===== config.mk =====
export PLATFORM = sky130hd
export DESIGN_NAME = shrc_top
export DESIGN_NICKNAME = d
export VERILOG_FILES = /design/src/core/shrc_pkg.sv /design/src/core/shrc_edge.sv /design/src/core/shrc_top.sv
export VERILOG_INCLUDE_DIRS = /design/src /design/src/core
export SDC_FILE = /design/constraint.sdc
export NUM_CORES = 1
export LEC_CHECK = 0
export BUFFER_PORTS_ARGS = -buffer_cell sky130_fd_sc_hd__buf_2
export CORE_UTILIZATION = 35
export DETAILED_ROUTE_END_ITERATION = 16
export HOLD_SLACK_MARGIN = 0.06
export SYNTH_ARGS = -nofsm -noshare
export SYNTH_HDL_FRONTEND = slang
export SYNTH_HIERARCHICAL = 1
export SYNTH_SLANG_ARGS = --single-unit

===== constraint.sdc =====
create_clock -name i_mclk -period 22.3 [get_ports i_mclk]
set_input_delay 1.115 -clock i_mclk [delete_from_list [all_inputs] [get_ports i_mclk]]
set_output_delay 1.115 -clock i_mclk [all_outputs]
set_load 0.05 [all_outputs]

===== src/core/shrc_params.svh =====
// Constants for the safe homing and reset control block.
// Assumes inclusion by bare name from files under core/.
`ifndef SHRC_PARAMS_SVH
`define SHRC_PARAMS_SVH

// ************************************
// Register offsets
// ************************************
`define SHRC_ADR_CTRL 8'h00
`define SHRC_ADR_LIM_WIN 8'h04
`define SHRC_ADR_LIM_POS 8'h08
`define SHRC_ADR_TRIG_SPD 8'h0c
`define SHRC_ADR_MON_TIME 8'h10
`define SHRC_ADR_BLOCK 8'h14
`define SHRC_ADR_STATUS 8'h18

// ************************************
// Control field positions
// ************************************
`define SHRC_CTRL_MODE_LO 0
`define SHRC_CTRL_EDGE_NEG 2
`define SHRC_CTRL_DIR_NEG 3
`define SHRC_CTRL_PULSE_USED 4
`define SHRC_CTRL_AUTO_ACK 5
`define SHRC_CTRL_RESET 32'h0000_0000

// ************************************
// Timing
// ************************************
`define SHRC_CLK_HZ 25000000
`define SHRC_US_NS 1000
`define SHRC_US_CYC ((`SHRC_US_NS * (`SHRC_CLK_HZ / 1000000)) / 1000)
`define SHRC_REF_UNIT_INC 4096
`define SHRC_PCT_FULL 100

`endif


===== src/core/shrc_pkg.sv =====
// Types for the safe homing and reset control block.
// Assumes shrc_params.svh for constants.
package shrc_pkg;

  // Module states
  typedef enum logic [1:0] {ST_INIT, ST_OPER, ST_FFS, ST_FATAL} shrc_state_t;

  // Homing run states
  typedef enum logic [1:0] {HM_IDLE, HM_RUN, HM_DONE} shrc_hstate_t;

  // Homing modes, in register encoding order
  typedef enum logic [1:0] {
    HMODE_DIRECT, HMODE_REFSW, HMODE_OFFSET, HMODE_OFFSET_CORR
  } shrc_hmode_t;

  // Pins from the safety controller plus the encoder reference pulse, synchronised together
  typedef struct packed {
    logic homing_request;
    logic homing_conn;
    logic ref_switch_input;
    logic ref_switch_conn;
    logic ack_reset;
    logic ref_pulse;
    logic lim_request;
  } shrc_pins_t;

  // Configuration held in registers
  typedef struct packed {
    shrc_hmode_t mode;
    logic edge_neg;
    logic dir_neg;
    logic pulse_used;
    logic auto_ack;
    logic signed [15:0] win_neg;
    logic signed [15:0] win_pos;
    logic signed [15:0] lim_neg;
    logic signed [15:0] lim_pos;
    logic [15:0] trig_speed;
    logic [19:0] mon_time_us;
    logic [6:0] block_pct;
  } shrc_cfg_t;

endpackage


===== src/core/shrc_edge.sv =====
// Two-stage synchroniser with one-cycle edge pulses per bit.
// Assumes inputs asynchronous to i_mclk.
`timescale 1ns/100ps
`default_nettype none
module shrc_edge #(
  parameter int W = 1
) (
  input wire logic i_mclk,
  input wire logic i_rst,
  input wire logic [W-1:0] i_async,
  output logic [W-1:0] o_level,
  output logic [W-1:0] o_rise,
  output logic [W-1:0] o_fall
);
  logic [W-1:0] meta_r;
  logic [W-1:0] sync_r;
  logic [W-1:0] prev_r;

  // Synchroniser and previous-cycle copy
  always_ff @(posedge i_mclk) begin
    if (i_rst) begin
      meta_r <= '0;
      sync_r <= '0;
      prev_r <= '0;
    end else begin
      meta_r <= i_async;
      sync_r <= meta_r;
      prev_r <= sync_r;
    end
  end

  // Compare consecutive cycles
  assign o_level = sync_r;
  assign o_rise = sync_r & ~prev_r;
  assign o_fall = ~sync_r & prev_r;
endmodule // shrc_edge
`default_nettype wire


===== src/core/shrc_top.sv =====
// Safe homing, limited-position supervision and fail-safe acknowledge.
// Assumes a classic Wishbone master on i_mclk and an evaluation unit on
// the same clock delivering speed, direction, steps and error.
//
// The Wishbone slave port and the address map were left to the implementer.
`timescale 1ns/100ps
`default_nettype none
`include "shrc_params.svh"
module shrc_top
  import shrc_pkg::*;
(
  input wire logic i_mclk,
  input wire logic i_rst,
  input wire logic i_wb_cyc,
  input wire logic i_wb_stb,
  input wire logic i_wb_we,
  input wire logic [7:0] i_wb_adr,
  input wire logic [31:0] i_wb_dat,
  input wire logic [3:0] i_wb_sel,
  output logic [31:0] o_wb_dat,
  output logic o_wb_ack,
  input wire logic i_homing_request,
  input wire logic i_homing_request_conn,
  input wire logic i_ref_switch_input,
  input wire logic i_ref_switch_conn,
  input wire logic i_ack_reset,
  input wire logic i_ref_pulse,
  input wire logic i_lim_pos_request,
  input wire logic i_eval_error,
  input wire logic [15:0] i_axis_speed,
  input wire logic i_axis_dir_neg,
  input wire logic i_pos_step,
  output logic o_functional_ok_output,
  output logic o_drive_enable,
  output logic o_position_valid_flag,
  output logic o_homing_active,
  output logic o_fatal
);

  // ************************************
  // Declarations
  // ************************************
  shrc_state_t st_r, st_nxt;
  shrc_hstate_t hs_r, hs_nxt;
  shrc_cfg_t cfg_r;
  shrc_pins_t pins_async, lvl, rise, fall;
  logic wb_req, wb_wr;
  logic [31:0] rd_nxt;
  logic [31:0] ctrl_wr;
  logic fatal_c, ffs_c, ack_edge, order_bad, eval_ok, sw_edge, valid_c;
  logic valid_prev_r, sw_found_r, timeout_c, start_ok, run_done;
  logic [4:0] us_div_r;
  logic us_tick;
  logic [19:0] us_cnt_r;
  logic [19:0] blk_cnt_r;
  logic [19:0] blk_lim;
  logic [31:0] blk_prod;

  // ************************************
  // Pin synchronisation
  // ************************************
  assign pins_async = '{i_homing_request, i_homing_request_conn, i_ref_switch_input,
                        i_ref_switch_conn, i_ack_reset, i_ref_pulse, i_lim_pos_request};

  shrc_edge #(.W($bits(shrc_pins_t))) u_edge (
    .i_mclk(i_mclk),
    .i_rst(i_rst),
    .i_async(pins_async),
    .o_level(lvl),
    .o_rise(rise),
    .o_fall(fall)
  );

  // ************************************
  // Wishbone slave
  // ************************************
  assign wb_req = i_wb_cyc && i_wb_stb && !o_wb_ack;
  assign wb_wr = wb_req && i_wb_we;

  // Byte-lane merge for writes
  function automatic logic [31:0] merge(input logic [31:0] old, input logic [31:0] d,
                                        input logic [3:0] sel);
    logic [31:0] r;
    r = old;
    for (int i = 0; i < 4; i++) begin
      if (sel[i]) r[i*8 +: 8] = d[i*8 +: 8];
    end
    return r;
  endfunction

  // Control word with the write lanes merged in
  assign ctrl_wr = merge({26'h0, cfg_r.auto_ack, cfg_r.pulse_used, cfg_r.dir_neg,
                          cfg_r.edge_neg, cfg_r.mode}, i_wb_dat, i_wb_sel);

  // Ack one cycle after the request, dropped the cycle after
  always_ff @(posedge i_mclk) begin
    if (i_rst) o_wb_ack <= 1'b0;
    else o_wb_ack <= wb_req;
  end

  // Configuration registers
  always_ff @(posedge i_mclk) begin
    if (i_rst) begin
      cfg_r <= '0;
    end else if (wb_wr) begin
      case (i_wb_adr)
        `SHRC_ADR_CTRL: begin
          cfg_r.mode <= shrc_hmode_t'(ctrl_wr[`SHRC_CTRL_MODE_LO +: 2]);
          cfg_r.edge_neg <= ctrl_wr[`SHRC_CTRL_EDGE_NEG];
          cfg_r.dir_neg <= ctrl_wr[`SHRC_CTRL_DIR_NEG];
          cfg_r.pulse_used <= ctrl_wr[`SHRC_CTRL_PULSE_USED];
          cfg_r.auto_ack <= ctrl_wr[`SHRC_CTRL_AUTO_ACK];
        end
        `SHRC_ADR_LIM_WIN: {cfg_r.win_pos, cfg_r.win_neg} <=
          merge({cfg_r.win_pos, cfg_r.win_neg}, i_wb_dat, i_wb_sel);
        `SHRC_ADR_LIM_POS: {cfg_r.lim_pos, cfg_r.lim_neg} <=
          merge({cfg_r.lim_pos, cfg_r.lim_neg}, i_wb_dat, i_wb_sel);
        `SHRC_ADR_TRIG_SPD: cfg_r.trig_speed <=
          16'(merge({16'h0, cfg_r.trig_speed}, i_wb_dat, i_wb_sel));
        `SHRC_ADR_MON_TIME: cfg_r.mon_time_us <=
          20'(merge({12'h0, cfg_r.mon_time_us}, i_wb_dat, i_wb_sel));
        `SHRC_ADR_BLOCK: cfg_r.block_pct <=
          7'(merge({25'h0, cfg_r.block_pct}, i_wb_dat, i_wb_sel));
        default: ;
      endcase
    end
  end

  // Read mux, unmapped reads as zero
  always_comb begin
    rd_nxt = 32'h0;
    case (i_wb_adr)
      `SHRC_ADR_CTRL: rd_nxt = {26'h0, cfg_r.auto_ack, cfg_r.pulse_used, cfg_r.dir_neg,
                                cfg_r.edge_neg, cfg_r.mode};
      `SHRC_ADR_LIM_WIN: rd_nxt = {cfg_r.win_pos, cfg_r.win_neg};
      `SHRC_ADR_LIM_POS: rd_nxt = {cfg_r.lim_pos, cfg_r.lim_neg};
      `SHRC_ADR_TRIG_SPD: rd_nxt = {16'h0, cfg_r.trig_speed};
      `SHRC_ADR_MON_TIME: rd_nxt = {12'h0, cfg_r.mon_time_us};
      `SHRC_ADR_BLOCK: rd_nxt = {25'h0, cfg_r.block_pct};
      `SHRC_ADR_STATUS: rd_nxt = {24'h0, sw_found_r, o_fatal, o_position_valid_flag,
                                  o_homing_active, hs_r, st_r};
      default: rd_nxt = 32'h0;
    endcase
  end

  // Read data register
  always_ff @(posedge i_mclk) begin
    if (i_rst) o_wb_dat <= 32'h0;
    else if (wb_req && !i_wb_we) o_wb_dat <= rd_nxt;
  end

  // ************************************
  // Condition evaluation
  // ************************************
  assign order_bad = (cfg_r.win_neg > cfg_r.lim_neg) || (cfg_r.lim_neg > cfg_r.lim_pos) ||
                     (cfg_r.lim_pos > cfg_r.win_pos);
  assign fatal_c = order_bad ||
                   (cfg_r.mode == HMODE_REFSW && !lvl.ref_switch_conn);
  assign ack_edge = rise.ack_reset;
  assign valid_c = (hs_r == HM_DONE);
  // Trigger qualification: direction and speed
  assign eval_ok = (i_axis_dir_neg == cfg_r.dir_neg) &&
                   (i_axis_speed <= cfg_r.trig_speed);
  // Wanted switch edge flips when travelling negative
  assign sw_edge = (cfg_r.edge_neg == i_axis_dir_neg) ? rise.ref_switch_input
                                                      : fall.ref_switch_input;
  assign timeout_c = (hs_r == HM_RUN) && (cfg_r.mon_time_us != 20'h0) &&
                     (us_cnt_r >= cfg_r.mon_time_us);
  assign ffs_c = (i_eval_error && (hs_r == HM_RUN || lvl.lim_request)) ||
                 (lvl.lim_request && (!valid_c || valid_c != valid_prev_r)) ||
                 timeout_c;
  assign start_ok = rise.homing_request && lvl.homing_conn;

  // ************************************
  // Module state
  // ************************************
  always_comb begin
    st_nxt = st_r;
    unique case (st_r)
      ST_INIT: if (cfg_r.auto_ack || ack_edge) st_nxt = ST_OPER;
      ST_OPER: if (ffs_c) st_nxt = ST_FFS;
      ST_FFS: if (ack_edge) st_nxt = ST_OPER;
      ST_FATAL: st_nxt = ST_FATAL;
    endcase
    if (fatal_c) st_nxt = ST_FATAL;
  end

  // State register
  always_ff @(posedge i_mclk) begin
    if (i_rst) st_r <= ST_INIT;
    else st_r <= st_nxt;
  end

  // ************************************
  // Homing sequence
  // ************************************
  assign blk_prod = 32'(cfg_r.block_pct) * 32'(`SHRC_REF_UNIT_INC) / 32'(`SHRC_PCT_FULL);
  assign blk_lim = blk_prod[19:0];

  // Completion of a run by mode
  always_comb begin
    run_done = 1'b0;
    unique case (cfg_r.mode)
      HMODE_DIRECT, HMODE_OFFSET: run_done = 1'b1;
      HMODE_REFSW: run_done = sw_found_r && (!cfg_r.pulse_used ||
                   (blk_cnt_r >= blk_lim && eval_ok && rise.ref_pulse));
      HMODE_OFFSET_CORR: run_done = !cfg_r.pulse_used || (eval_ok && rise.ref_pulse);
    endcase
  end

  // Homing state transitions
  always_comb begin
    hs_nxt = hs_r;
    unique case (hs_r)
      HM_IDLE: if (start_ok) hs_nxt = HM_RUN;
      HM_RUN: begin
        if (fall.homing_request) hs_nxt = HM_IDLE;
        else if (run_done) hs_nxt = HM_DONE;
      end
      HM_DONE: if (start_ok) hs_nxt = HM_RUN;
    endcase
    if (st_nxt != ST_OPER || st_r != ST_OPER) hs_nxt = HM_IDLE;
  end

  // Homing registers
  always_ff @(posedge i_mclk) begin
    if (i_rst) begin
      hs_r <= HM_IDLE;
      valid_prev_r <= 1'b0;
    end else begin
      hs_r <= hs_nxt;
      valid_prev_r <= valid_c;
    end
  end

  // Switch found flag and blocking distance counter
  always_ff @(posedge i_mclk) begin
    if (i_rst || hs_r != HM_RUN) begin
      sw_found_r <= 1'b0;
      blk_cnt_r <= 20'h0;
    end else if (!sw_found_r) begin
      if (cfg_r.mode == HMODE_REFSW && eval_ok && sw_edge) sw_found_r <= 1'b1;
    end else if (i_pos_step && blk_cnt_r < blk_lim) begin
      blk_cnt_r <= blk_cnt_r + 20'h1;
    end
  end

  // Microsecond tick, restarted with each run so the supervision time is exact
  always_ff @(posedge i_mclk) begin
    if (i_rst || us_tick || hs_r != HM_RUN) us_div_r <= 5'h0;
    else us_div_r <= us_div_r + 5'h1;
  end
  assign us_tick = (us_div_r == 5'(`SHRC_US_CYC - 1));

  always_ff @(posedge i_mclk) begin
    if (i_rst || hs_r != HM_RUN) us_cnt_r <= 20'h0;
    else if (us_tick && us_cnt_r != 20'hfffff) us_cnt_r <= us_cnt_r + 20'h1;
  end

  // ************************************
  // Outputs
  // ************************************
  always_ff @(posedge i_mclk) begin
    if (i_rst) begin
      o_functional_ok_output <= 1'b0;
      o_drive_enable <= 1'b0;
      o_position_valid_flag <= 1'b0;
      o_homing_active <= 1'b0;
      o_fatal <= 1'b0;
    end else begin
      o_functional_ok_output <= (st_nxt == ST_OPER);
      o_drive_enable <= (st_nxt == ST_OPER);
      o_position_valid_flag <= (hs_nxt == HM_DONE);
      o_homing_active <= (hs_nxt == HM_RUN);
      o_fatal <= (st_nxt == ST_FATAL);
    end
  end

  // ************************************
  // Assertions
  // ************************************
  property p_ffs_off;
    @(posedge i_mclk) disable iff (i_rst)
      (st_r == ST_OPER && ffs_c && !fatal_c) |=> !o_drive_enable && !o_functional_ok_output;
  endproperty
  a_ffs_off: assert property (p_ffs_off) else $error("drive not off in fail-safe");

  property p_order;
    @(posedge i_mclk) disable iff (i_rst)
      order_bad |=> st_r == ST_FATAL ##1 st_r == ST_FATAL;
  endproperty
  a_order: assert property (p_order) else $error("limit order not locked");

  property p_sw_unconn;
    @(posedge i_mclk) disable iff (i_rst)
      (cfg_r.mode == HMODE_REFSW && !lvl.ref_switch_conn) |=> o_fatal;
  endproperty
  a_sw_unconn: assert property (p_sw_unconn) else $error("no fatal on open switch");

  property p_start;
    @(posedge i_mclk) disable iff (i_rst)
      (st_r == ST_OPER && hs_r == HM_IDLE && start_ok && !ffs_c && !fatal_c) |=>
        hs_r != HM_IDLE;
  endproperty
  a_start: assert property (p_start) else $error("homing did not start");

  property p_abort;
    @(posedge i_mclk) disable iff (i_rst)
      (hs_r == HM_RUN && fall.homing_request) |=> hs_r == HM_IDLE && !o_homing_active;
  endproperty
  a_abort: assert property (p_abort) else $error("homing not aborted");

  property p_done_keep;
    @(posedge i_mclk) disable iff (i_rst)
      (hs_r == HM_DONE && fall.homing_request && st_r == ST_OPER && !ffs_c && !fatal_c)
        |=> hs_r == HM_DONE;
  endproperty
  a_done_keep: assert property (p_done_keep) else $error("done lost on falling edge");

  property p_unconn;
    @(posedge i_mclk) disable iff (i_rst)
      (hs_r == HM_IDLE && !lvl.homing_conn) |=> hs_r == HM_IDLE;
  endproperty
  a_unconn: assert property (p_unconn) else $error("homing ran while unconnected");

  property p_valid;
    @(posedge i_mclk) disable iff (i_rst)
      (hs_nxt != HM_DONE) |=> !o_position_valid_flag;
  endproperty
  a_valid: assert property (p_valid) else $error("position valid without homing");

  property p_ack;
    @(posedge i_mclk) disable iff (i_rst)
      (st_r == ST_FFS && ack_edge && !fatal_c) |=> st_r == ST_OPER ##0 o_functional_ok_output;
  endproperty
  a_ack: assert property (p_ack) else $error("acknowledge not taken");

  property p_init;
    @(posedge i_mclk) disable iff (i_rst)
      (st_r == ST_INIT && !cfg_r.auto_ack && !ack_edge && !fatal_c) |=> st_r == ST_INIT;
  endproperty
  a_init: assert property (p_init) else $error("left init without acknowledge");

  property p_limreq;
    @(posedge i_mclk) disable iff (i_rst)
      (st_r == ST_OPER && lvl.lim_request && hs_r != HM_DONE && !fatal_c) |=> st_r == ST_FFS;
  endproperty
  a_limreq: assert property (p_limreq) else $error("limit request without homing");

  property p_eval;
    @(posedge i_mclk) disable iff (i_rst)
      (st_r == ST_OPER && i_eval_error && hs_r == HM_RUN && !fatal_c) |=> st_r == ST_FFS;
  endproperty
  a_eval: assert property (p_eval) else $error("evaluation error ignored");

endmodule // shrc_top
`default_nettype wire

Word level (Yosys, flattened, before mapping). Index checks and enable logic that the tools add are counted.

Bits of input ports: 75. Register bits: 222. Word-level logic and storage cells: 152. Output and inout port bits: 38.

Divide/modulo/power cells: 1. Reduce and logical (&&, ||, !) cells: 61. Add/subtract/negate cells: 3. Equal/unequal tests: 26. Magnitude comparators: 7. Bitwise gates (word level): 4. Mux-type cells: 15.

Operators by type and width (number): $pmux W32 S7 (1); $gt A16 B16 Y1 (3); $reduce_and A3 Y1 (15); $add A20 B1 Y20 const B (2); $ge A20 B20 Y1 (2); $div A19 B7 Y32 const B (1); $eq A8 B5 Y1 const B (3); $lt A20 B20 Y1 (1); $ne A20 B20 Y1 const B (1); $reduce_bool A20 Y1 (1); $logic_and A1 B1 Y1 (19); $eq A8 B4 Y1 const B (2); $le A16 B16 Y1 (1); $mux W2 (8); $and A7 B7 Y7 (2); $eq A2 B2 Y1 const B (7); $logic_or A1 B1 Y1 (14); $not A7 Y7 (2); $eq A2 B1 Y1 const B (5); $eq A8 B3 Y1 const B (1); $logic_not A8 Y1 (1); $pmux W2 S4 (1); $logic_not A2 Y1 (3); $ne A2 B1 Y1 const B (3); other kinds (10) (18).

Logic depth before layout (Yosys ltp). Gate-level depths: netlist of the first run.

Depth in word-level cells: 13. Gate-level depth with buffers: 84. Depth with buffers taken out: 70.

Cells and area by module. The synthesis of the first run kept the hierarchy.

Modules (own cells, without submodules): shrc_top (sequential area each 4023.9 sq um, times used 1, cells each 1734, area each 14226.1 sq um); shrc_edge (sequential area each 420.4 sq um, times used 1, cells each 58, area each 711.9 sq um).

Worst setup path after synthesis of the first run. No wires, ideal clock.

Path type: register -> register. Start point: register cfg_r[6] (netlist name). End point: register blk_cnt_r[11]. Data required time: 22.172 ns. Data arrival time: 15.826 ns. Period minus slack after synthesis: 15.954 ns. Slack: 6.346 ns. Library setup time: 0.128 ns. Buffers on the path: 14. Cell stages (with the launch flop): 83. Cells stage by stage: dfxtp_1 -> buf_6 -> buf_6 -> buf_2 -> o21ai_0 -> a221o_1 -> ha_1 -> and2_1 -> a21o_1 -> nor2_2 -> xnor2_1 -> inv_1 -> ha_1 -> buf_1 -> a211oi_1 -> o311ai_1 -> a31oi_4 -> nand2_1 -> [47 not listed] -> buf_6 -> ha_1 -> nand2_1 -> nor2_1 -> mux2i_1 -> nor3b_1 -> o2bb2a_4 -> o2111ai_1 -> ha_1 -> o22ai_1 -> nor2_1 -> o211ai_1 -> nor2_1 -> nand4_1 -> nor3_1 -> nand3_1 -> xor2_1 -> nor2_1.

Cells in the longest elaborated chain, start to end: 4.

Ends and longest elaborated chain: from (decl) (RTL line shrc_top.sv:45) `shrc_cfg_t cfg_r;`; $div A19 B7 Y32 (RTL line shrc_top.sv:197) `` assign blk_prod = 32'(cfg_r.block_pct) * 32'(`SHRC_REF_UNIT_INC) / 32'(`SHRC_PCT_FULL); ``; $lt A20 B20 Y1 (RTL line shrc_top.sv:243) `end else if (i_pos_step && blk_cnt_r < blk_lim) begin`; $logic_and A1 B1 Y1 (RTL line shrc_top.sv:243); $reduce_and A2 Y1 (no line); to (signal assigned) (RTL line shrc_top.sv:244) `blk_cnt_r <= blk_cnt_r + 20'h1;`; to (decl) (RTL line shrc_top.sv:55) `logic [19:0] blk_cnt_r;`.

Every way passes these cells. A chain may end at the register's enable or synchronous reset.

Worst setup path after layout of the first run.
Start point: register cfg_r[5] (netlist name). End point: register blk_cnt_r[11].

Same word-level chain as after synthesis.

==> results.json, run 1 <==
{
  "critPathLaunchType": "flip-flop",
  "die_h_microns": 207.6,
  "dp_slack_ns": 3.890,
  "fin_area_sq_um": 16550,
  "routed_via_density": 5.533,
  "tightestPinTransition_ns": 1.261,
  "path_max_fanout": 26,
  "grt_usage_pct": 19.57,
  "drive_gt1_share_pct": 13.28,
  "outcome": "completed",
  "hold_buffers": 0,
  "whs_ns": 0.4408,
  "critPathCaptureType": "flip-flop",
  "clkTransAtPathRegs_ns": 0.06,
  "crit_top_cell": "ha_1",
  "dieArea_sq_um": 43120,
  "worstSetupPathType": "reg2reg",
  "core_area_sq_um": 41290,
  "grt_antenna_before_repair": 1,
  "yosysWarnings": 6,
  "synth_area_per_cell_sq_um": 8.325,
  "cts_buffers": 24,
  "area_growth_pct": 11.83,
  "p_leak_nw": 6.349,
  "synth_area_sq_um": 14800,
  "cts.sinks": 219,
  "slowest_delay_ns": 0.86,
  "start_util_pct": 35.84,
  "drtIter0Drc": 1091,
  "worst_slack_ns": 3.682,
  "drt_wl_total_microns": 42940,
  "ctsResizeCount": 0,
  "finalCritPeriodShare_pct": 83.49,
  "dp.cells": 2356,
  "power.density_nw_per_um2": 51.70,
  "grt_pass1_vias": 12829,
  "cts_setup_buffers": 0,
  "cts_root_buf": "clkbuf_16",
  "vias": 13278,
  "rows": 74,
  "finalSetupViolCount": 0,
  "io-pin-count": 113,
  "ant_nets": 0,
  "combPwrFrac_pct": 7.1,
  "syn_inst": 1778,
  "fmax_ghz": 0.05371,
  "min_period_ns": 18.62,
  "clk_latency_ns": 0.53,
  "p_int_uw": 656.0,
  "drv_cap": 0,
  "grt_max_degree": 88,
  "swShare_pct": 23.34,
  "nets": 2037,
  "ir_worst_vdd_mv": 0.04968,
  "seq_power_share_pct": 46.0,
  "routedWlPerCell_microns": 17.89,
  "port_buffers": 112,
  "drtPass1Iterations": 6,
  "route.detailed.drc": 0,
  "cts_tree": "yes",
  "synth_nets": 1965,
  "fin_cells": 2400,
  "dp.final_hpwl_microns": 32570,
  "hold_path_class": "reg2reg",
  "slew_viol_final": 0,
  "grt_pass1_wl_microns": 69880,
  "fin_tns_setup_ns": 0,
  "maxSlewHeadroom_pct": 15.77,
  "power_switching_uw": 199.8,
  "cp_data_arrival_time_ns": 18.99,
  "rsz0062_at_grt": "false",
  "clk_path_buf_depth": 3,
  "final_hold_viol_count": 0,
  "clock_power_share_pct": 46.9,
  "crit_required_ns": 22.67,
  "htree_levels": 1,
  "cp_slowest_cell": "dfxtp_1",
  "dpl_cell_area_sq_um": 15740,
  "finalClockSkew_ns": 0.02834,
  "die_w_microns": 207.6,
  "grt.overflow.total": 0,
  "gp_congestion": 0.9063
}
-- flip-flops by register name, indices dropped and copies added, names as in the netlist, 2 cells and up --
| register | cells |
|---|---|
| us_div_r | 5 |
| us_cnt_r | 20 |
| cfg_r | 113 |
| u_edge/o_level | 7 |
| blk_cnt_r | 20 |
| hs_r | 2 |
| u_edge/meta_r | 7 |
| u_edge/prev_r | 4 |
| o_wb_dat | 32 |
| st_r | 2 |
-- cell type report --
cell class | count | area [sq um]
clock inverter | 7 | 73.82
multi-input combinational | 1366 | 9618
antenna | 1 | 2.502
tap | 532 | 665.6
clock buffer | 36 | 735.7
sequential | 219 | 4384
fill | 4240 | 24740
timing repair buffer | 119 | 619.3
inverter | 120 | 452.9
-- layout by cell type, fill, tap and decap left out, types with 7 or more instances in the layout --
cell type / count
mux2_2: 14
nor2_1: 277
a21oi_1: 101
o21a_1: 10
a31oi_1: 8
nor2b_2: 18
or2_2: 7
nand3b_1: 8
and2_1: 14
xor2_1: 29
inv_1: 116
o2111ai_1: 11
nor4_1: 17
nand3_1: 32
a22oi_1: 25
nand2b_1: 21
dfxtp_1: 219
ha_1: 112
o21ai_0: 48
xnor2_1: 16
o211ai_1: 22
clkbuf_16: 24
buf_4: 7
a21o_1: 42
buf_2: 111
nand2_1: 93
o22ai_1: 8
a222oi_1: 13
a221oi_1: 9
nand4_1: 32
o31ai_1: 8
a21boi_0: 7
a211oi_1: 11
and3_1: 16
nor3_1: 24
o21ai_1: 7
clkbuf_8: 9
nor2b_1: 29
mux2i_1: 135
or3_1: 10
-- critical path: cells and delay by family (launching register included) --
kind | cells | cell delay (ns)
AND/OR/NAND/NOR | 33 | 7.36
adder cells (fa/ha/maj) | 10 | 3.95
AO/OA/AOI/OAI | 15 | 3.38
buffers and inverters | 7 | 1.92
flip-flops | 1 | 0.86
multiplexers | 2 | 0.58
XOR/XNOR | 2 | 0.38
-- metrics by stage --
stage                     power [mW]  utilization (%)
after floorplan               0.4429                -
after global placement        0.4623            38.12
after detailed placement      0.4630            38.12
after CTS                     0.8640            40.08
after global routing          0.8869            40.08
final                         0.8557            40.08
-- path summary, 6_finish.rpt --
path / start / to / slack (ns) / depth (start not counted)
setup / recovery: cfg_r[5] / blk_cnt_r[11] / 3.68 / 69
hold reg to reg: u_edge/meta_r[2] / u_edge/o_level[2] / 0.44 / 1
hold / removal: u_edge/meta_r[2] / u_edge/o_level[2] / 0.44 / 1
setup reg to reg: cfg_r[5] / blk_cnt_r[11] / 3.68 / 69
-- layer usage --
layer	routed length (microns)	share of wire [%]	up-vias	track usage, %
met5	0	0	-	0
met4	833	1.9	0	4.163
met3	2305	5.4	55	2.421
met2	19740	46	366	32.54
met1	20070	47	6280	27.01
li1	-	-	6577	-
-- power groups by stage --
stage                     Combinational (mW)  Sequential [mW]  Clock, mW
after floorplan                       0.0399            0.403          0
after global placement                0.0597            0.403          0
after detailed placement              0.0603            0.403          0
after CTS                             0.0605            0.394      0.410
after global routing                  0.0665            0.394      0.427
final                                 0.0606            0.394      0.401
Note: power is estimated with default switching activity, not from simulation.
==> inputs of run 2 (changes only) <==
--- a/config.mk
+++ b/config.mk
@@ -6,6 +6,7 @@
 export SDC_FILE = /design/constraint.sdc
 export NUM_CORES = 1
 export LEC_CHECK = 0
+export ABC_AREA = 1
 export BUFFER_PORTS_ARGS = -buffer_cell sky130_fd_sc_hd__buf_2
 export CORE_UTILIZATION = 35
 export DETAILED_ROUTE_END_ITERATION = 16
==> constraint.sdc (replaced) <==
create_clock -name i_mclk -period 18.8 [get_ports i_mclk]
set_input_delay 0.94 -clock i_mclk [delete_from_list [all_inputs] [get_ports i_mclk]]
set_output_delay 0.94 -clock i_mclk [all_outputs]
set_load 0.05 [all_outputs]
==> run 2 against run 1 <==
Compared with the run above: synthesized area decreased by 6.0%; sequential power increased by 19%; global-route usage increased by 0.53 points; register-to-register slack improved by 3.1 ns; hold slack got worse by 0.038 ns; final cell count increased by 10%; combinational power increased to 4.5 times the previous value; final area decreased by 4.4%; critical endpoint is now blk_cnt_r[12]; largest cell class unchanged; highest routed layer unchanged.
==> results.json, run 2 <==
{
  "drtPass1Iterations": 5,
  "syn_inst": 2012,
  "finalSetupViolCount": 0,
  "slowest_delay_ns": 0.39,
  "hold_path_end": "u_edge/o_level[0]",
  "cts_setup_buffers": 0,
  "routed_via_density": 5.090,
  "area_growth_pct": 13.82,
  "hold_buffers": 0,
  "finalCritPeriodShare_pct": 64.06,
  "grt_pass1_wl_microns": 66880,
  "hold_path_class": "reg2reg",
  "vias": 13467,
  "cts.sinks": 219,
  "r2r_cells": 82,
  "rsz0062_at_grt": "false",
  "dpl_cell_area_sq_um": 14960,
  "synth_area_per_cell_sq_um": 6.913,
  "slew_viol_final": 0,
  "core_area_sq_um": 38920,
  "crit_required_ns": 19.22,
  "final_cell_mix": "nand2_1, inv_1, dfxtp_1",
  "reg2reg_setup_slack_ns": 6.76,
  "p_leak_nw": 6.957,
  "cts_root_buf": "clkbuf_16",
  "fin_tns_setup_ns": 0,
  "cp_slowest_cell": "nor3_1",
  "cp_data_arrival_time_ns": 12.46,
  "ant_nets": 0,
  "rr_startpoint": "cfg_r[2]",
  "clk_latency_ns": 0.54,
  "finalClockSkew_ns": 0.02061,
  "route.detailed.drc": 0,
  "grt_pass1_vias": 12881,
  "tightestPinTransition_ns": 1.155,
  "ir_worst_vdd_mv": 0.06223,
  "hold_depth": 2,
  "whs_ns": 0.4024,
  "io-pin-count": 113,
  "drive_gt1_share_pct": 13.21,
  "cts_buffers": 25,
  "min_from": "u_edge/meta_r[0]",
  "final_common_cell": "nand2_1",
  "top_register": "cfg_r",
  "largest_reg_flops": 113,
  "total_power_mw": 1.253,
  "drv_cap": 0,
  "gp_congestion": 0.8538,
  "fin_area_sq_um": 15830,
  "htree_levels": 1,
  "synth_nets": 2199,
  "drtIter0Drc": 919,
  "power.density_nw_per_um2": 79.17,
  "min_period_ns": 12.04,
  "dp.final_hpwl_microns": 31350,
  "critPathCaptureType": "flip-flop",
  "cts_tree": "yes",
  "fmax_ghz": 0.08304,
  "grt_max_degree": 116,
  "die_h_microns": 201.4,
  "nets": 2295,
  "yosysWarnings": 6,
  "r2r-end": "blk_cnt_r[12]",
  "ctsResizeCount": 0,
  "reg_top3": "cfg_r: 113 flops, o_wb_dat: 32 flops",
  "routedWlPerCell_microns": 15.47,
  "start_util_pct": 35.74,
  "clk_path_buf_depth": 3,
  "die_w_microns": 201.4,
  "worstSetupPathType": "reg2reg",
  "outcome": "completed",
  "dieArea_sq_um": 40540,
  "grt_antenna_before_repair": 1,
  "crit_top_cell": "nand2_1",
  "rows": 72,
  "port_buffers": 112,
  "path_max_fanout": 10,
  "critPathLaunchType": "flip-flop",
  "grt_usage_pct": 20.10,
  "maxSlewHeadroom_pct": 22.95,
  "grt.overflow.total": 0,
  "clkTransAtPathRegs_ns": 0.06,
  "final_hold_viol_count": 0,
  "synth_area_sq_um": 13910,
  "drt_wl_total_microns": 40930
}
==> run 2: where the power goes <==
part / switching [mW] / total, mW / internal (mW)
Sequential: 0.000905 / 0.467 / 0.466
Combinational: 0.182 / 0.270 / 0.0879
Clock: 0.202 / 0.517 / 0.314
Total: 0.385 / 1.25 / 0.868
==> run 2: how the worst max path moves through the flow <==
stage | start | end | slack [ns] | cells past startpoint
final | cfg_r[2] | blk_cnt_r[12] | 6.76 | 82
after global placement | cfg_r[3] | blk_cnt_r[9] | 7.20 | 82
after global routing | cfg_r[5] | blk_cnt_r[9] | 5.32 | 83
after floorplan | cfg_r[5] | blk_cnt_r[9] | 8.41 | 83
after CTS | cfg_r[3] | blk_cnt_r[9] | 6.80 | 82
after detailed placement | cfg_r[3] | blk_cnt_r[9] | 6.87 | 82
==> run 2: worst max-delay path: cells and delay by family (launching register included) <==
kind                     cells  cell delay (ns)
flip-flops                   1             0.37
AND/OR/NAND/NOR             55             6.61
adder cells (fa/ha/maj)     10             2.66
AO/OA/AOI/OAI                7             0.97
buffers and inverters       10             1.25
==> run 2: through the flow <==
stage          setup WS [ns]  std cells  util, %
2_1_floorplan          8.406       2012        -
6_report               6.758       2646    40.68
5_1_grt                5.321       2645    40.67
3_5_place_dp           6.865       2599    38.43
4_1_cts                6.796       2645    40.67
3_3_place_gp           7.205       2599    38.43
==> run 2: final cells by class <==
cell class / count / area [sq um]
inverter: 308 / 1159
clock inverter: 9 / 132.6
antenna: 1 / 2.502
multi-input combinational: 1436 / 8159
sequential: 219 / 4384
timing repair buffer: 118 / 605.6
fill: 4155 / 23090
clock buffer: 37 / 740.7
tap: 518 / 648.1
==> run 2: routing by layer <==
| layer | global-route usage, % | part of all wire, % | vias to the layer above |
|---|---|---|---|
| met1 | 27.11 | 48 | 6175 |
| met3 | 2.349 | 4.5 | 58 |
| met4 | 6.223 | 2.4 | 0 |
| met2 | 33.35 | 45 | 309 |
| li1 | - | - | 6925 |
| met5 | 0 | 0 | - |
==> inputs of run 3 (changes only) <==
--- a/config.mk
+++ b/config.mk
@@ -6,7 +6,7 @@
 export SDC_FILE = /design/constraint.sdc
 export NUM_CORES = 1
 export LEC_CHECK = 0
-export ABC_AREA = 1
+export ABC_AREA = 0
 export BUFFER_PORTS_ARGS = -buffer_cell sky130_fd_sc_hd__buf_2
 export CORE_UTILIZATION = 35
 export DETAILED_ROUTE_END_ITERATION = 16
==> constraint.sdc (replaced) <==
create_clock -name i_mclk -period 9.97 [get_ports i_mclk]
set_input_delay 0.4985 -clock i_mclk [delete_from_list [all_inputs] [get_ports i_mclk]]
set_output_delay 0.4985 -clock i_mclk [all_outputs]
set_load 0.05 [all_outputs]
==> run 3 against run 2 <==
Compared with the run above: the flow now finishes with violations (negative setup slack); clock skew fell by 0.0068 ns; setup slack lost 8.2 ns; final cell count is 0.79% higher; hold slack got worse by 0.20 ns; critical endpoint is now hs_r[1]; highest routed layer unchanged.
==> results.json, run 3 (synthesis results as in run 1) <==
{
  "top_register": "cfg_r",
  "finalClockSkew_ns": 0.01377,
  "worstSetupPathType": "reg2reg",
  "final_common_cell": "nor2_1",
  "r2r_cells": 69,
  "cp_data_arrival_time_ns": 11.79,
  "dp_slack_ns": -2.037,
  "cp_slowest_cell": "or4_4",
  "route.detailed.drc": 0,
  "gp_congestion": 0.8863,
  "fin_area_sq_um": 19120,
  "start_util_pct": 35.84,
  "violations": "negative setup slack",
  "grt_pass1_vias": 14095,
  "routed_via_density": 5.386,
  "clk_latency_ns": 0.52,
  "path_max_fanout": 6,
  "p_leak_nw": 7.820,
  "cts.sinks": 219,
  "tightestPinTransition_ns": 1.231,
  "drive_gt1_share_pct": 27.41,
  "grt_antenna_before_repair": 1,
  "final_cell_mix": "nor2_1, buf_4, dfxtp_1",
  "cts_buffers": 24,
  "final_hold_viol_count": 0,
  "hold_path_end": "u_edge/meta_r[6]",
  "hold_depth": 2,
  "hold_buffers": 0,
  "rows": 74,
  "reg_top3": "cfg_r: 113 flops, o_wb_dat: 32 flops",
  "min_from": "i_homing_request",
  "drt_wl_total_microns": 45980,
  "ant_nets": 0,
  "critPathLaunchType": "flip-flop",
  "r2r-end": "hs_r[1]",
  "slew_viol_final": 0,
  "die_h_microns": 207.6,
  "reg2reg_setup_slack_ns": -1.43,
  "clk_path_buf_depth": 3,
  "drtPass1Iterations": 6,
  "rsz0062_at_grt": "true",
  "nets": 2303,
  "drv_cap": 0,
  "core_area_sq_um": 41290,
  "largest_reg_flops": 113,
  "htree_levels": 1,
  "dpl_cell_area_sq_um": 17790,
  "grt_pass1_wl_microns": 73890,
  "n_fill_cell": 4019,
  "cts_root_buf": "clkbuf_16",
  "maxSlewHeadroom_pct": 17.91,
  "ir_worst_vdd_mv": 0.1180,
  "critPathCaptureType": "flip-flop",
  "io-pin-count": 113,
  "hold_path_class": "in2reg",
  "crit_top_cell": "ha_4",
  "outcome": "finished with violations",
  "finalSetupViolCount": 18,
  "die_w_microns": 207.6,
  "clkTransAtPathRegs_ns": 0.07,
  "rr_startpoint": "cfg_r[3]",
  "cts_tree": "yes",
  "routedWlPerCell_microns": 17.24,
  "finalCritPeriodShare_pct": 114.3,
  "area_growth_pct": 29.21,
  "fmax_ghz": 0.08774,
  "slowest_delay_ns": 0.46,
  "grt.overflow.total": 0,
  "total_power_mw": 1.969,
  "dp.final_hpwl_microns": 35000,
  "port_buffers": 112,
  "fin_cells": 2667,
  "grt_usage_pct": 20.71,
  "whs_ns": 0.1981,
  "min_period_ns": 11.40,
  "vias": 14365,
  "dieArea_sq_um": 43120,
  "dp.cells": 2590,
  "crit_required_ns": 10.37,
  "power.density_nw_per_um2": 103.0,
  "worst_slack_ns": -1.428,
  "drtIter0Drc": 992,
  "grt_max_degree": 92
}
run 3: cell count changes in the layout (fill, tap and decap cells not counted), moves of 75 or more:
cell,previous run,this run
a21oi_1,198,99
o21ai_0,176,44
inv_1,283,111
mux2i_1,0,134
buf_4,6,267
nor2_1,167,271
nand2_1,354,84
nand3_1,105,30
run 3: critical path, delay by kind of cell, from the launching register on:
family | cells | cell delay (ns)
AO/OA/AOI/OAI | 20 | 3.37
XOR/XNOR | 1 | 0.17
adder cells (fa/ha/maj) | 10 | 2.40
buffers and inverters | 7 | 0.35
flip-flops | 1 | 0.32
multiplexers | 2 | 0.49
AND/OR/NAND/NOR | 29 | 4.09
run 3: through the flow:
stage | utilization, % | setup TNS, ns
after CTS | 45.88 | -23.65
after global placement | 43.08 | -27.49
after global routing | 46.31 | -34.01
after detailed placement | 43.08 | -33.76
final | 46.31 | -23.91
after floorplan | - | -61.32
run 3: cell type report:
class	count	area (sq um)	area share (%)
Clock buffer	41	795.8	4.161
Sequential cell	219	4397	22.99
Timing Repair Buffer	385	2648	13.84
Antenna cell	1	2.502	0.01308
Tap cell	532	665.6	3.481
Clock inverter	3	25.02	0.1308
Inverter	120	483.0	2.525
Multi-Input combinational cell	1366	10110	52.86
run 3: worst max-delay path by stage:
stage             start             to  slack, ns  depth (start not counted)
6_report       cfg_r[3]        hs_r[1]      -1.43                         69
5_1_grt        cfg_r[3]   blk_cnt_r[7]      -2.00                         72
4_1_cts        cfg_r[3]        hs_r[1]      -1.42                         69
3_5_place_dp   cfg_r[5]        hs_r[1]      -2.04                         69
3_3_place_gp   cfg_r[5]   blk_cnt_r[5]      -1.65                         69
2_1_floorplan  cfg_r[6]  blk_cnt_r[11]      -3.62                         83
run 3: report_power, final:
group          internal [mW]  switching (mW)  leakage (nW)  total, mW
Clock                  0.541           0.363         0.401      0.904
Sequential             0.878         0.00209          1.77      0.880
Combinational         0.0859          0.0989          5.65      0.185
run 3: metal layers:
metal | wire length [microns] | GRT usage [%]
met2 | 21670 | 35.19
met4 | 1075 | 5.543
met1 | 21220 | 27.80
met5 | 0 | 0
met3 | 2011 | 2.148
run 3: timing repair:
item | 4_1_cts | 5_1_grt
pin swaps | 25 | 15
setup buffers | 21 | 11
resized for setup | 46 | 21
endpoints found under the setup margin | 18 | 18
